## config.mk

```make
export PLATFORM = sky130hd
export DESIGN_NAME = crri_core
export DESIGN_NICKNAME = d
export VERILOG_FILES = /design/src/crri_pkg.sv /design/src/crri_core.sv
export VERILOG_INCLUDE_DIRS = /design/src
export SDC_FILE = /design/constraint.sdc
export NUM_CORES = 1
export LEC_CHECK = 0
export ABC_AREA = 1
export BUFFER_PORTS_ARGS = -buffer_cell sky130_fd_sc_hd__buf_2
export CAP_MARGIN = 40
export CELL_PAD_IN_SITES_DETAIL_PLACEMENT = 1
export CELL_PAD_IN_SITES_GLOBAL_PLACEMENT = 1
export CORE_ASPECT_RATIO = 0.6
export CORE_UTILIZATION = 38
export DETAILED_ROUTE_END_ITERATION = 8
export PLACE_DENSITY_LB_ADDON = 0.1
export SETUP_SLACK_MARGIN = 0.15
export SYNTH_ARGS = -nofsm -noshare
export SYNTH_HDL_FRONTEND = slang
export SYNTH_SLANG_ARGS = --single-unit
```

## constraint.sdc

```tcl
create_clock -name CLK -period 1.55 [get_ports CLK]
set_input_delay 0.2325 -clock CLK [delete_from_list [all_inputs] [get_ports CLK]]
set_output_delay 0.2325 -clock CLK [all_outputs]
set_load 0.005 [all_outputs]
```

## src/crri_defs.svh

```systemverilog
// Offsets, field positions, reset values and vectors of the core reset register bank.
`ifndef CRRI_DEFS_SVH
`define CRRI_DEFS_SVH
`define CRRI_A_STK_TOP_U 5'h00
`define CRRI_A_STK_TOP_H 5'h01
`define CRRI_A_STK_TOP_L 5'h02
`define CRRI_A_STKP     5'h03
`define CRRI_A_PC_LAT_U 5'h04
`define CRRI_A_PC_LAT_H 5'h05
`define CRRI_A_PC_LOW   5'h06
`define CRRI_A_TBLU     5'h07
`define CRRI_A_TBLH     5'h08
`define CRRI_A_TBLL     5'h09
`define CRRI_A_TLAT     5'h0A
`define CRRI_A_MUL_HI   5'h0B
`define CRRI_A_MUL_LO   5'h0C
`define CRRI_A_ICA      5'h0D
`define CRRI_A_ICB      5'h0E
`define CRRI_A_ICC      5'h0F
`define CRRI_A_IND      5'h10
`define CRRI_A_PINC     5'h11
`define CRRI_A_PDEC     5'h12
`define CRRI_A_PREI     5'h13
`define CRRI_A_PLSW     5'h14
`define CRRI_A_FSRH     5'h15
`define CRRI_A_FSRL     5'h16
`define CRRI_A_ACC      5'h17
`define CRRI_A_PIN      5'h18
`define CRRI_A_PLAT     5'h19
`define CRRI_A_PDIR     5'h1A
`define CRRI_ICA_RST    8'h00
`define CRRI_ICB_RST    8'hFF
`define CRRI_ICC_RST    8'hC0
`define CRRI_ICA_EN_HI  7
`define CRRI_ICA_EN_LO  6
`define CRRI_STK_PTR_W  5
`define CRRI_VEC_HIGH   21'h000008
`define CRRI_VEC_LOW    21'h000018
`define CRRI_PC_STEP    21'h000002
`define CRRI_PORT_HI_MASK 8'h3F
`endif

```

## src/crri_pkg.sv

```systemverilog
// Types shared by the core reset register bank.
package crri_pkg;
    typedef enum logic [1:0] {
        CRRI_RC_NONE   = 2'h0,
        CRRI_RC_POWER  = 2'h1,
        CRRI_RC_HARD   = 2'h3,
        CRRI_RC_WAKE   = 2'h2
    } crri_class_t;

    typedef struct packed {
        logic [4:0] addr;
        logic [7:0] wdata;
        logic       wr;
        logic       rd;
    } crri_bus_t;

    typedef struct packed {
        logic       by_irq;
        logic       high_prio;
        logic [7:0] ica_set;
        logic [7:0] icc_set;
    } crri_wake_t;
endpackage : crri_pkg

```

## src/crri_core.sv

```systemverilog
// Reset initialisation of the core special function registers.
`timescale 1ns/1ns
`include "crri_defs.svh"
// Operation
// - Interrupt wake-up with a global enable copies the program counter to stack top.
// - That wake-up advances the stack pointer to the next entry.
// - That wake-up loads the high or low priority vector.
// - Any wake-up sets the causing bits in the first and third interrupt control registers.
// - Unimplemented bits always read zero.
// - First port bits 6 and 7 read zero unless the oscillator mode frees them.
// - Stack top registers clear on every hard reset, kept on plain wake-up.
// - Power reset keeps stack flags and clears pointer; other hard resets clear all.
// - Low program counter and latches clear on hard resets; plain wake-up advances it by two.
// - Table pointers and table latch clear on hard resets, kept on wake-up.
// - First interrupt control clears bits 7:1, bit 0 kept on non-power resets.
// - Second interrupt control resets to all ones, third to 1100 0000.
// - Product, accumulator and indirect pointer clear on RESET, kept through every reset class.
// - Indirect access addresses hold no state and have no reset value.
// - Watchdog wake-up leaves most registers untouched.
module crri_core
    import crri_pkg::*;
#(
    parameter int PC_W = 21
) (
    input  wire logic        CLK,
    input  wire logic        RESET,
    input  wire crri_class_t RST_CLASS,
    input  wire crri_wake_t  WAKE,
    input  wire logic        PIN_HI_FREE,
    input  wire logic [7:0]  PORT_IN,
    input  wire crri_bus_t   BUS,
    input  wire logic [7:0]  PIR_IN,
    output logic [7:0]       RDATA,
    output logic [7:0]       PIR_OUT,
    output logic [PC_W-1:0]  PC
);

    // ======================================================================
    // Parameter check.
    if (PC_W != 21) begin : g_pc_w_check
        $error("PC_W must be 21.");
    end

    // ======================================================================
    // Reset class decode.
    logic       power_rst;
    logic       hard_rst;
    logic       wake;
    logic       irq_vec;
    logic [7:0] ica;
    logic [7:0] icb;
    logic [7:0] icc;
    assign power_rst = RESET || (RST_CLASS == CRRI_RC_POWER);
    assign hard_rst  = (RST_CLASS == CRRI_RC_HARD);
    assign wake      = (RST_CLASS == CRRI_RC_WAKE);
    assign irq_vec   = wake && WAKE.by_irq
                       && (ica[`CRRI_ICA_EN_HI] || ica[`CRRI_ICA_EN_LO]);

    function automatic logic wr_at(input crri_bus_t b, input logic [4:0] a);
        wr_at = b.wr && (b.addr == a);
    endfunction : wr_at

    // ======================================================================
    // Return stack top and pointer.
    logic [4:0] top_u;
    logic [7:0] top_h;
    logic [7:0] top_l;
    logic [1:0] stk_flags;
    logic [4:0] stk_ptr;
    always_ff @(posedge CLK) begin
        if (power_rst || hard_rst) begin
            top_u <= 5'h00;
            top_h <= 8'h00;
            top_l <= 8'h00;
        end else if (irq_vec) begin
            top_u <= PC[20:16];
            top_h <= PC[15:8];
            top_l <= PC[7:0];
        end else if (!wake) begin
            if (wr_at(BUS, `CRRI_A_STK_TOP_U)) top_u <= BUS.wdata[4:0];
            if (wr_at(BUS, `CRRI_A_STK_TOP_H)) top_h <= BUS.wdata;
            if (wr_at(BUS, `CRRI_A_STK_TOP_L)) top_l <= BUS.wdata;
        end
    end

    always_ff @(posedge CLK) begin
        if (RESET) begin
            stk_flags <= 2'h0;
            stk_ptr   <= 5'h00;
        end else if (power_rst) begin
            stk_ptr <= 5'h00;
        end else if (hard_rst) begin
            stk_flags <= 2'h0;
            stk_ptr   <= 5'h00;
        end else if (irq_vec) begin
            stk_ptr <= stk_ptr + 5'h01;
        end else if (!wake && wr_at(BUS, `CRRI_A_STKP)) begin
            stk_flags <= BUS.wdata[7:6];
            stk_ptr   <= BUS.wdata[4:0];
        end
    end

    // ======================================================================
    // Program counter, latches and table pointer.
    logic [4:0] lat_u;
    logic [7:0] lat_h;
    logic [5:0] tblu;
    logic [7:0] tblh;
    logic [7:0] tbll;
    logic [7:0] tlat;
    always_ff @(posedge CLK) begin
        if (power_rst || hard_rst) begin
            PC <= '0;
        end else if (irq_vec) begin
            PC <= WAKE.high_prio ? `CRRI_VEC_HIGH : `CRRI_VEC_LOW;
        end else if (wake) begin
            PC <= PC + `CRRI_PC_STEP;
        end else if (wr_at(BUS, `CRRI_A_PC_LOW)) begin
            PC <= {lat_u, lat_h, BUS.wdata};
        end
    end

    always_ff @(posedge CLK) begin
        if (power_rst || hard_rst) begin
            lat_u <= 5'h00;
            lat_h <= 8'h00;
            tblu  <= 6'h00;
            tblh  <= 8'h00;
            tbll  <= 8'h00;
            tlat  <= 8'h00;
        end else if (!wake) begin
            if (wr_at(BUS, `CRRI_A_PC_LAT_U)) lat_u <= BUS.wdata[4:0];
            if (wr_at(BUS, `CRRI_A_PC_LAT_H)) lat_h <= BUS.wdata;
            if (wr_at(BUS, `CRRI_A_TBLU)) tblu <= BUS.wdata[5:0];
            if (wr_at(BUS, `CRRI_A_TBLH)) tblh <= BUS.wdata;
            if (wr_at(BUS, `CRRI_A_TBLL)) tbll <= BUS.wdata;
            if (wr_at(BUS, `CRRI_A_TLAT)) tlat <= BUS.wdata;
        end
    end

    // ======================================================================
    // Interrupt control registers and wake-up source flags.
    logic [7:0] pir;
    always_ff @(posedge CLK) begin
        if (power_rst) begin
            ica <= `CRRI_ICA_RST;
            icb <= `CRRI_ICB_RST;
            icc <= `CRRI_ICC_RST;
        end else if (hard_rst) begin
            ica <= {7'h00, ica[0]};
            icb <= `CRRI_ICB_RST;
            icc <= `CRRI_ICC_RST;
        end else if (wake) begin
            ica <= ica | WAKE.ica_set;
            icc <= icc | WAKE.icc_set;
        end else begin
            if (wr_at(BUS, `CRRI_A_ICA)) ica <= BUS.wdata;
            if (wr_at(BUS, `CRRI_A_ICB)) icb <= BUS.wdata;
            if (wr_at(BUS, `CRRI_A_ICC)) icc <= BUS.wdata;
        end
    end

    always_ff @(posedge CLK) begin
        if (RESET) begin
            pir <= 8'h00;
        end else begin
            pir <= PIR_IN;
        end
    end
    assign PIR_OUT = pir;

    // ======================================================================
    // Data registers kept through every reset class, reset only by RESET, which clears all but the port direction (loaded to all ones).
    logic [7:0] mul_hi;
    logic [7:0] mul_lo;
    logic [3:0] fsrh;
    logic [7:0] fsrl;
    logic [7:0] acc;
    logic [7:0] plat;
    logic [7:0] pdir;
    always_ff @(posedge CLK) begin
        if (RESET) begin
            mul_hi <= 8'h00;
            mul_lo <= 8'h00;
            fsrh   <= 4'h0;
            fsrl   <= 8'h00;
            acc    <= 8'h00;
            plat   <= 8'h00;
            pdir   <= 8'hFF;
        end else if (!power_rst && !hard_rst && !wake) begin
            if (wr_at(BUS, `CRRI_A_MUL_HI)) mul_hi <= BUS.wdata;
            if (wr_at(BUS, `CRRI_A_MUL_LO)) mul_lo <= BUS.wdata;
            if (wr_at(BUS, `CRRI_A_FSRH)) fsrh <= BUS.wdata[3:0];
            if (wr_at(BUS, `CRRI_A_FSRL)) fsrl <= BUS.wdata;
            if (wr_at(BUS, `CRRI_A_ACC)) acc <= BUS.wdata;
            if (wr_at(BUS, `CRRI_A_PLAT)) plat <= BUS.wdata;
            if (wr_at(BUS, `CRRI_A_PDIR)) pdir <= BUS.wdata;
        end
    end

    // ======================================================================
    // Read path, one cycle after the strobe.
    logic [7:0] port_mask;
    logic [7:0] next_rdata;
    assign port_mask = PIN_HI_FREE ? 8'hFF : `CRRI_PORT_HI_MASK;
    always_comb begin
        next_rdata = 8'h00;
        case (BUS.addr)
            `CRRI_A_STK_TOP_U: next_rdata = {3'h0, top_u};
            `CRRI_A_STK_TOP_H: next_rdata = top_h;
            `CRRI_A_STK_TOP_L: next_rdata = top_l;
            `CRRI_A_STKP:      next_rdata = {stk_flags, 1'h0, stk_ptr};
            `CRRI_A_PC_LAT_U:  next_rdata = {3'h0, lat_u};
            `CRRI_A_PC_LAT_H:  next_rdata = lat_h;
            `CRRI_A_PC_LOW:    next_rdata = PC[7:0];
            `CRRI_A_TBLU:      next_rdata = {2'h0, tblu};
            `CRRI_A_TBLH:      next_rdata = tblh;
            `CRRI_A_TBLL:      next_rdata = tbll;
            `CRRI_A_TLAT:      next_rdata = tlat;
            `CRRI_A_MUL_HI:    next_rdata = mul_hi;
            `CRRI_A_MUL_LO:    next_rdata = mul_lo;
            `CRRI_A_ICA:       next_rdata = ica;
            `CRRI_A_ICB:       next_rdata = icb;
            `CRRI_A_ICC:       next_rdata = icc;
            `CRRI_A_FSRH:      next_rdata = {4'h0, fsrh};
            `CRRI_A_FSRL:      next_rdata = fsrl;
            `CRRI_A_ACC:       next_rdata = acc;
            `CRRI_A_PIN:       next_rdata = PORT_IN & port_mask;
            `CRRI_A_PLAT:      next_rdata = plat & port_mask;
            `CRRI_A_PDIR:      next_rdata = pdir & port_mask;
            default:           next_rdata = 8'h00;
        endcase
    end

    always_ff @(posedge CLK) begin
        if (RESET) begin
            RDATA <= 8'h00;
        end else if (BUS.rd) begin
            RDATA <= next_rdata;
        end else begin
            RDATA <= 8'h00;
        end
    end
endmodule : crri_core

```

**After elaboration in Yosys (flattened, before gate mapping)**

Index checks and enable logic that the tools add are counted.

- Register bits: 184
- Input bits: 54
- Output and inout bits: 37
- Word-level logic and storage cells: 149

- Add/sub/neg operators: 2
- Equality and inequality tests: 26
- Mux-type cells: 24
- Bitwise logic cells: 9
- Reduce and logical (&&, ||, !) cells: 63

Operators with widths:

| operator | count |
|---|---|
| case mux 8 bit (22 select lines) | 1 |
| 2-to-1 mux 8 bit | 11 |
| 2-to-1 mux 21 bit | 3 |
| == test 5 x 4 -> 1 bit, second input constant | 8 |
| AND reduction 2 bit | 18 |
| == test 5 bit, second input constant | 6 |
| 2-to-1 mux 5 bit | 6 |
| logical AND 1 bit | 26 |
| bitwise AND 8 bit | 3 |
| adder 21 x 2 -> 21 bit, second input constant | 1 |
| == test 5 x 3 -> 1 bit, second input constant | 4 |
| bitwise OR 8 bit | 2 |
| nonzero test 2 bit | 7 |
| == test 5 x 2 -> 1 bit, second input constant | 2 |
| 2-to-1 mux 2 bit | 3 |
| adder 5 x 1 -> 5 bit, second input constant | 1 |
| == test 5 x 1 -> 1 bit, second input constant | 1 |
| zero test 5 bit | 1 |
| == test 2 bit, second input constant | 2 |
| inverter 1 bit | 4 |
| OR reduction 2 bit | 2 |
| zero test 1 bit | 3 |
| logical OR 1 bit | 3 |
| AND reduction 3 bit | 1 |
| other kinds (5) | 5 |

**Depth between registers and ports, before layout**

Gate-level depths: netlist (run 1).

- Word-level depth: 6
- Gate-level depth with buffers: 11
- Depth with buffers taken out: 10

**Least setup slack after synthesis (run 1)**

No wires, ideal clock.

- Kind: input-to-reg
- From: in RESET
- To: reg mul_hi[6]
- Library setup time: 0.070 ns
- Arrival time: 1.420 ns
- Required time: 1.480 ns
- Setup slack: 0.060 ns
- Stages: 8
- Path buffers: 1
- Path through: clkinv_1 > o21ai_0 > nor2_4 > nand2_4 > nor3_4 > buf_4 > o21ai_0 > a21oi_1

- Cells in the longest elaborated chain, start to end: 5

RTL lines:

| what | RTL line | text |
|---|---|---|
| start: declaration | crri_core.sv:26 | `input wire logic RESET,` |
| logical OR 1 bit | crri_core.sv:53 | `assign power_rst = RESET \|\| (RST_CLASS == CRRI_RC_POWER);` |
| zero test 1 bit | crri_core.sv:190 | `end else if (!power_rst && !hard_rst && !wake) begin` |
| logical AND 1 bit (2 in a row) | crri_core.sv:190 |  |
| AND reduction 2 bit (no source line) | n/a |  |
| end signal: assignment | crri_core.sv:191 | `` if (wr_at(BUS, `CRRI_A_MUL_HI)) mul_hi <= BUS.wdata; `` |
| end: declaration | crri_core.sv:174 | `logic [7:0] mul_hi;` |

Several ways; a longest one is shown, not always the timed one.
A chain may end at the register's enable or synchronous reset.

**Worst setup path after layout (run 1)**

- From: reg ica[6]
- To: reg top_l[0]

- Cells in the longest elaborated chain, start to end: 4
- Elaborated cells on any way between the ends: 6
- Those cells by class: eq/ne (1); mux (1); reduce/logical (4)

RTL lines:

| what | RTL line | text |
|---|---|---|
| start: declaration | crri_core.sv:50 | `logic [7:0] ica;` |
| start signal: assignment | crri_core.sv:146 | `` ica <= `CRRI_ICA_RST; `` |
| start signal: assignment | crri_core.sv:150 | `ica <= {7'h00, ica[0]};` |
| start signal: assignment | crri_core.sv:154 | `ica <= ica \| WAKE.ica_set;` |
| logical OR 1 bit * | crri_core.sv:57 | `` && (ica[`CRRI_ICA_EN_HI] \|\| ica[`CRRI_ICA_EN_LO]); `` |
| logical AND 1 bit * | crri_core.sv:56 | `assign irq_vec = wake && WAKE.by_irq` |
| inequality test 2 x 1 -> 1 bit (no source line) / nonzero test 2 bit (equally long branches) | n/a |  |
| AND reduction 2 bit (no source line) | n/a |  |
| end signal: assignment | crri_core.sv:78 | `top_l <= PC[7:0];` |
| end signal: assignment | crri_core.sv:82 | `` if (wr_at(BUS, `CRRI_A_STK_TOP_L)) top_l <= BUS.wdata; `` |
| end: declaration | crri_core.sv:67 | `logic [7:0] top_l;` |

Every way passes the cells marked *; elsewhere a longest branch is shown, timed or not.

==> results of run 1 <==
==> sequential cells by signal (all words and copies together) (netlist names), 6 cells and up <==
signal   cells
PC          21
PIR_OUT      8
RDATA        8
acc          8
fsrl         8
ica          8
icb          8
icc          8
lat_h        8
mul_hi       8
mul_lo       8
pdir         8
plat         8
tblh         8
tbll         8
tblu         6
tlat         8
top_h        8
top_l        8
==> per-layer routing <==
layer / vias to the layer above / routed length (um) / part of all wire, % / global-route usage (%)
met5: - / 9 / 0.022 / 0
met4: 2 / 456 / 1.1 / 6.635
met3: 39 / 4334 / 11 / 9.847
met2: 421 / 16110 / 40 / 45.84
met1: 4996 / 19780 / 49 / 52.41
li1: 4720 / - / - / -
==> cells in the mapped netlist, drive strengths merged (2+ instances only) <==
cell type  count
or2            4
a21oi        153
a21o           5
o211ai        18
a22oi         14
ha             2
clkbuf        32
dfxtp        184
buf           20
nor2         176
clkinv         6
nor3           5
inv           79
xor2           3
nand4          8
a31oi          8
o21ai        135
xnor2          4
nand2        361
nand3         67
==> cells by family (layout without fill, tap and decap cells) <==
kind of cell / count (synthesis) / in the layout
fa+ha+maj: 2 / 2
simple gates: 622 / 622
compound gates: 335 / 335
buf+inv: 137 / 387
flops: 184 / 184
xor+xnor: 7 / 7
==> power breakdown <==
part | leakage, nW | switching, mW | internal [mW] | total [mW]
Sequential | 1.50 | 0.0466 | 4.77 | 4.82
Clock | 0.315 | 2.07 | 2.88 | 4.96
Combinational | 3.44 | 0.711 | 0.419 | 1.13
Total | 5.25 | 2.83 | 8.07 | 10.9
==> area by class of cell <==
type / instances / area [um2]
Clock buffer: 18 / 429.2
Sequential cell: 184 / 3725
Clock inverter: 14 / 220.2
Timing Repair Buffer: 270 / 2071
Tap cell: 308 / 385.4
Fill cell: 2891 / 10380
Multi-Input combinational cell: 966 / 4897
Inverter: 85 / 332.8
==> what timing repair did <==
item	in CTS	in global routing
endpoints found under the setup margin	45	48
gates cloned	0	1
resized for setup	42	76
hold buffers	8	0
hold endpoints to repair	8	0
buffers inserted	4	3
pin swaps	6	21
==> worst max-delay path, stage by stage, from the launching register on <==
cell,delay (ps)
dfxtp_2,340
o21ai_4,170
nor2_4,90
buf_4,150
clkbuf_16,160
buf_4,150
a22oi_2,170
a21oi_1,90
==> final timing paths <==
kind             from  endpoint  slack, ps  depth (start not counted)
max            ica[6]  top_l[0]        110                          7
min           WAKE[6]    icc[6]         40                          3
max reg2reg    ica[6]  top_l[0]        110                          7
min reg2reg  top_h[1]  top_h[1]        470                          2
==> stage by stage <==
step	hold slack, ps	setup slack [ps]	area [um2]
2_1_floorplan	339.5	132.3	8902
3_3_place_gp	431.8	-179.2	10890
3_5_place_dp	445.5	-201.4	10890
4_1_cts	28.39	129.3	11770
5_1_grt	49.19	77.60	12060
6_report	39.35	110.4	12060
==> flow_metrics.py, run 1 <==
metrics = {
    "global_routing": {
        "grt_pass1_wl_um": 59110,
        "track_usage_pct": 34.01,
        "grt_pass1_vias": 9754,
        "grt_max_degree": 44,
        "overflow": 0,
        "antenna_found_initial": 2,
    },
    "logic_synthesis": {
        "ys_seq_elements": 184,
        "synth_xor_area_share_pct": 0.6924,
        "synth_top_area_share_pct": 41.60,
        "synth_compound_area_share_pct": 20.29,
        "yosysSeqAreaShare_pct": 41.60,
        "synthFlopType": "dfxtp_1",
        "synth_area_leaders": "dfxtp_1 (42%), nand2_1 (15%), a21oi_1 (8.6%), o21ai_0 (7.1%), nor2_1 (6.4%)",
        "synth_edf_count": 0,
        "synthMuxAreaShare_pct": 0,
        "yosysWarnings": 0,
        "async_flop_share_pct": 0,
        "synth_simple_gate_area_share_pct": 30.71,
        "synth_area_per_cell_um2": 6.880,
        "syn-instance-count": 1287,
        "synth_area_leader_cell": "dfxtp_1",
        "synth_nets": 1343,
        "synthAdderAreaFrac_pct": 0.2826,
        "synth_top_family_by_area": "simple AND/OR/NAND/NOR gates",
        "synth_area_um2": 8855,
        "synth.distinct_cells": 38,
    },
    "worst_setup_path": {
        "cp_max_fo": 8,
        "cp-start-kind": "flop",
        "crit_path_end_kind": "flop",
        "cp_data_required_time_ps": 1880,
        "worstSetupPathType": "reg -> reg",
        "crit_arrival_ps": 1770,
    },
    "floorplan": {
        "core_area_um2": 22440,
        "rows": 42,
        "die-area_um2": 23940,
        "dieWidth_um": 199.1,
        "initial_core_util_pct": 39.46,
        "die_height_um": 120.2,
        "ios": 91,
    },
    "power_and_ir_drop": {
        "p_total_mw": 10.90,
        "vdd_drop_max_v": 0.0006912,
        "powerDensity_nw_per_um2": 903.9,
        "p_leak_nw": 5.250,
    },
    "worst_hold_path": {
        "hold_path_class": "in -> reg",
    },
    "finish": {
        "utilization_pct": 53.75,
        "final_cell_mix": "nand2_1 (342), dfxtp_1 (169), a21oi_1 (146), buf_4 (146), nor2_1 (130)",
        "drive_above_1_share_pct": 28.11,
        "final_nets": 1580,
        "layout_commonest_cell": "nand2_1",
        "n_antenna_cell": 0,
        "syn_to_final_growth_pct": 36.20,
        "layout.cells.non_filler": 1845,
    },
    "cts": {
        "h-tree-depth": 4,
        "cts.path.max_buffers": 2,
        "cts_tree": "done",
        "clkLatencyLatePin_ps": 450,
        "cts.sinks": 184,
        "root_buffer": "clkbuf_16",
        "path_clk_slew_ps": 70,
        "numCtsBuffers": 17,
    },
    "detailed_routing": {
        "first_pass_iters": 5,
        "wl_per_cell_um": 22.06,
        "wl_um": 40690,
        "routed_via_density": 5.517,
        "route.detailed.drc": 0,
        "vias": 10180,
        "postRouteAntennaNets": 0,
        "drt_iter0_drc": 903,
    },
    "placed_design": {
        "gp_congestion": 0.9894,
        "dp_hpwl_um": 30370,
        "numPortBuffers": 90,
        "dp.cells": 1797,
    },
    "sta": {
        "hold_viol_final": 0,
        "skew_ps": 8.664,
        "rsz0062_at_grt": "yes",
        "finalSetupViolCount": 0,
        "worstMarginPinSlew_ps": 458.3,
        "slew_violations": 0,
        "fin_tns_setup_ps": 0,
        "fin_crit_sh_pct": 92.88,
        "fmax_mhz": 694.6,
        "min_period_ps": 1440,
        "slew_headroom_pct": 69.33,
    },
    "flow_run": {
        "drv_cap": 0,
    },
    "status": {
        "outcome": "complete, no violations",
    },
}
(Power assumes the default switching activity.)
==> run 2, diff against run 1 <==
--- a/config.mk
+++ b/config.mk
@@ -6,13 +6,12 @@
 export SDC_FILE = /design/constraint.sdc
 export NUM_CORES = 1
 export LEC_CHECK = 0
-export ABC_AREA = 1
 export BUFFER_PORTS_ARGS = -buffer_cell sky130_fd_sc_hd__buf_2
 export CAP_MARGIN = 40
 export CELL_PAD_IN_SITES_DETAIL_PLACEMENT = 1
 export CELL_PAD_IN_SITES_GLOBAL_PLACEMENT = 1
 export CORE_ASPECT_RATIO = 0.6
-export CORE_UTILIZATION = 38
+export CORE_UTILIZATION = 40
 export DETAILED_ROUTE_END_ITERATION = 8
 export PLACE_DENSITY_LB_ADDON = 0.1
 export SETUP_SLACK_MARGIN = 0.15
==> run 2 against run 1 <==
  * The run now ends with negative setup slack left
  * Combinational power is 14% higher
  * Cell count is 12% lower
  * Sequential share of layout area fell by 2.3 points
  * Maximum frequency is 12% lower
==> flow_metrics.py, run 2 <==
metrics = {
    "sta": {
        "slew_headroom_pct": 52.16,
        "hold_viol_final": 0,
        "rsz0062_at_grt": "yes",
        "finalSetupViolCount": 5,
        "fin_crit_sh_pct": 105.6,
        "slew_violations": 0,
        "worstMarginPinSlew_ps": 717.6,
        "holdWs_ps": 2.558,
        "min_period_ps": 1636,
        "skew_ps": 12.10,
        "setup_ws_ps": -86.45,
        "fmax_mhz": 611.1,
        "fin_tns_setup_ps": -177.9,
    },
    "cts": {
        "path_clk_slew_ps": 70,
        "cts_tree": "done",
        "clkLatencyLatePin_ps": 450,
        "numCtsBuffers": 17,
        "root_buffer": "clkbuf_16",
        "cts.sinks": 184,
        "h-tree-depth": 4,
        "cts.path.max_buffers": 2,
    },
    "worst_hold_path": {
        "hold_path_class": "in -> reg",
    },
    "finish": {
        "drive_above_1_share_pct": 40.88,
        "largest_register_ffs": 21,
        "final_cell_mix": "buf_4 (176), dfxtp_1 (165), nand2_1 (118)",
        "syn_to_final_growth_pct": 47.58,
        "layout_commonest_cell": "buf_4",
        "largest-register": "PC",
        "utilization_pct": 61.27,
        "final_nets": 1382,
    },
    "global_routing": {
        "antenna_found_initial": 2,
        "grt_pass1_vias": 9826,
        "grt_pass1_wl_um": 63710,
        "overflow": 0,
        "grt_max_degree": 97,
        "track_usage_pct": 38.21,
    },
    "flow_run": {
        "drv_cap": 0,
    },
    "detailed_routing": {
        "route.detailed.drc": 0,
        "drt_iter0_drc": 1090,
        "wl_per_cell_um": 28.38,
        "vias": 10310,
        "wl_um": 45920,
        "postRouteAntennaNets": 0,
        "routed_via_density": 6.372,
        "first_pass_iters": 6,
    },
    "power_and_ir_drop": {
        "powerDensity_nw_per_um2": 795.6,
        "p_leak_nw": 5.253,
        "vdd_drop_max_v": 0.0008086,
    },
    "logic_synthesis": {
        "synth_area_per_cell_um2": 8.296,
        "synth_edf_count": 0,
        "ys_seq_elements": 184,
        "async_flop_share_pct": 0,
        "yosysSeqAreaShare_pct": 41.58,
        "synthFlopType": "dfxtp_1",
        "synth_area_leader_cell": "dfxtp_1",
        "synth_top_area_share_pct": 41.58,
        "synth_most_common_cell": "dfxtp_1",
        "synth_area_um2": 8860,
        "yosysWarnings": 0,
        "synth.distinct_cells": 71,
        "synth_area_leaders": "dfxtp_1 (42%), mux2i_1 (7.3%), nand2_1 (5.7%), nand3_1 (5.5%), a21oi_1 (5.2%)",
        "syn-instance-count": 1068,
        "synth_nets": 1124,
        "netlist_top_cells_count": "dfxtp_1 (184), nand2_1 (134), nand3_1 (98)",
    },
    "placed_design": {
        "gp_congestion": 0.9245,
        "dp_hpwl_um": 30720,
        "numPortBuffers": 90,
    },
    "worst_setup_path": {
        "crit_path_end_kind": "flop",
        "cp-start-kind": "flop",
        "crit_arrival_ps": 1960,
        "cp_data_required_time_ps": 1870,
        "worstSetupPathType": "reg -> reg",
        "cp_max_fo": 5,
    },
    "floorplan": {
        "dieWidth_um": 194.1,
        "ios": 91,
        "core_area_um2": 21340,
        "rows": 41,
        "initial_core_util_pct": 41.52,
        "die-area_um2": 22770,
        "die_height_um": 117.3,
    },
    "status": {
        "outcome": "complete, but fails checks",
        "violations": "negative setup slack",
    },
}
-- run 2: cell types whose count changed in the layout (fill, tap and decap cells not counted), moves of 30 or more --
cell     previous run  this run
o21ai_0           113        11
buf_4             146       176
nand2_1           342       118
nor2_1            130        80
inv_1              57         1
a21oi_1           146        82
mux2i_1             0        64
-- run 2: through the flow --
stage	total power, mW	setup slack (ps)	instances	instance area, um2
6_report	10.40	-86.45	1618	13080
4_1_cts	10.23	-44.35	1601	12330
3_3_place_gp	5.976	-520.2	1549	11250
5_1_grt	10.62	-129.9	1617	13070
3_5_place_dp	5.993	-522.4	1549	11250
2_1_floorplan	5.413	-39.99	1068	9223
-- run 2: worst paths after layout --
check             from  cells past startpoint         end  slack (ps)
max reg2reg      PC[1]                      5    RDATA[1]         -90
min reg2reg  mul_hi[2]                      2   mul_hi[2]         460
max              PC[1]                      5    RDATA[1]         -90
min          PIR_IN[1]                      2  PIR_OUT[1]           3
-- run 2: area by class of cell --
class	count	area (um2)
repair buffers	334	2808
inverters	2	7.507
clock inverters	12	102.6
clock buffers	19	442.9
well taps	279	349.1
diodes	1	2.502
multi-input cells	787	5630
fillers	2455	8265
flip-flops and latches	184	3732
-- run 2: logic make-up after synthesis --
family	count (synthesis)	share of synthesized area, %
simple gates	440	24.35
compound gates	269	20.45
flops	184	41.58
buf+inv	97	4.773
mux	70	7.979
xor+xnor	6	0.5931
fa+ha+maj	2	0.2824
-- run 2: what timing repair did --
action                                  in CTS  in global routing
pin swaps                                   31                 70
buffers inserted                            16                 14
cloned                                       2                  2
resized for setup                           94                140
endpoints found under the hold margin        3                  0
hold buffers                                 3                  0
endpoints found under the setup margin      74                104
-- run 2: layer usage --
metal  global-route usage, %  routed length [um]  vias up
li1                        -                   -     4408
met1                   54.47               20130     5147
met2                   55.08               19090      620
met3                   11.40                5278      135
met4                   11.69                1421        0
met5                       0                   0        -
-- run 2: power breakdown --
group | leakage, nW | switching [mW] | internal [mW]
sequential | 1.50 | 0.0340 | 4.75
clock | 0.261 | 2.09 | 2.25
combinational | 3.49 | 0.777 | 0.510
-- run 2: critical path, cell delays in order (launching register included) --
cell and delay [ps]:
dfxtp_4 370, buf_6 130, a222oi_1 420, nor2_1 150, nor4_4 320, a31oi_1 120
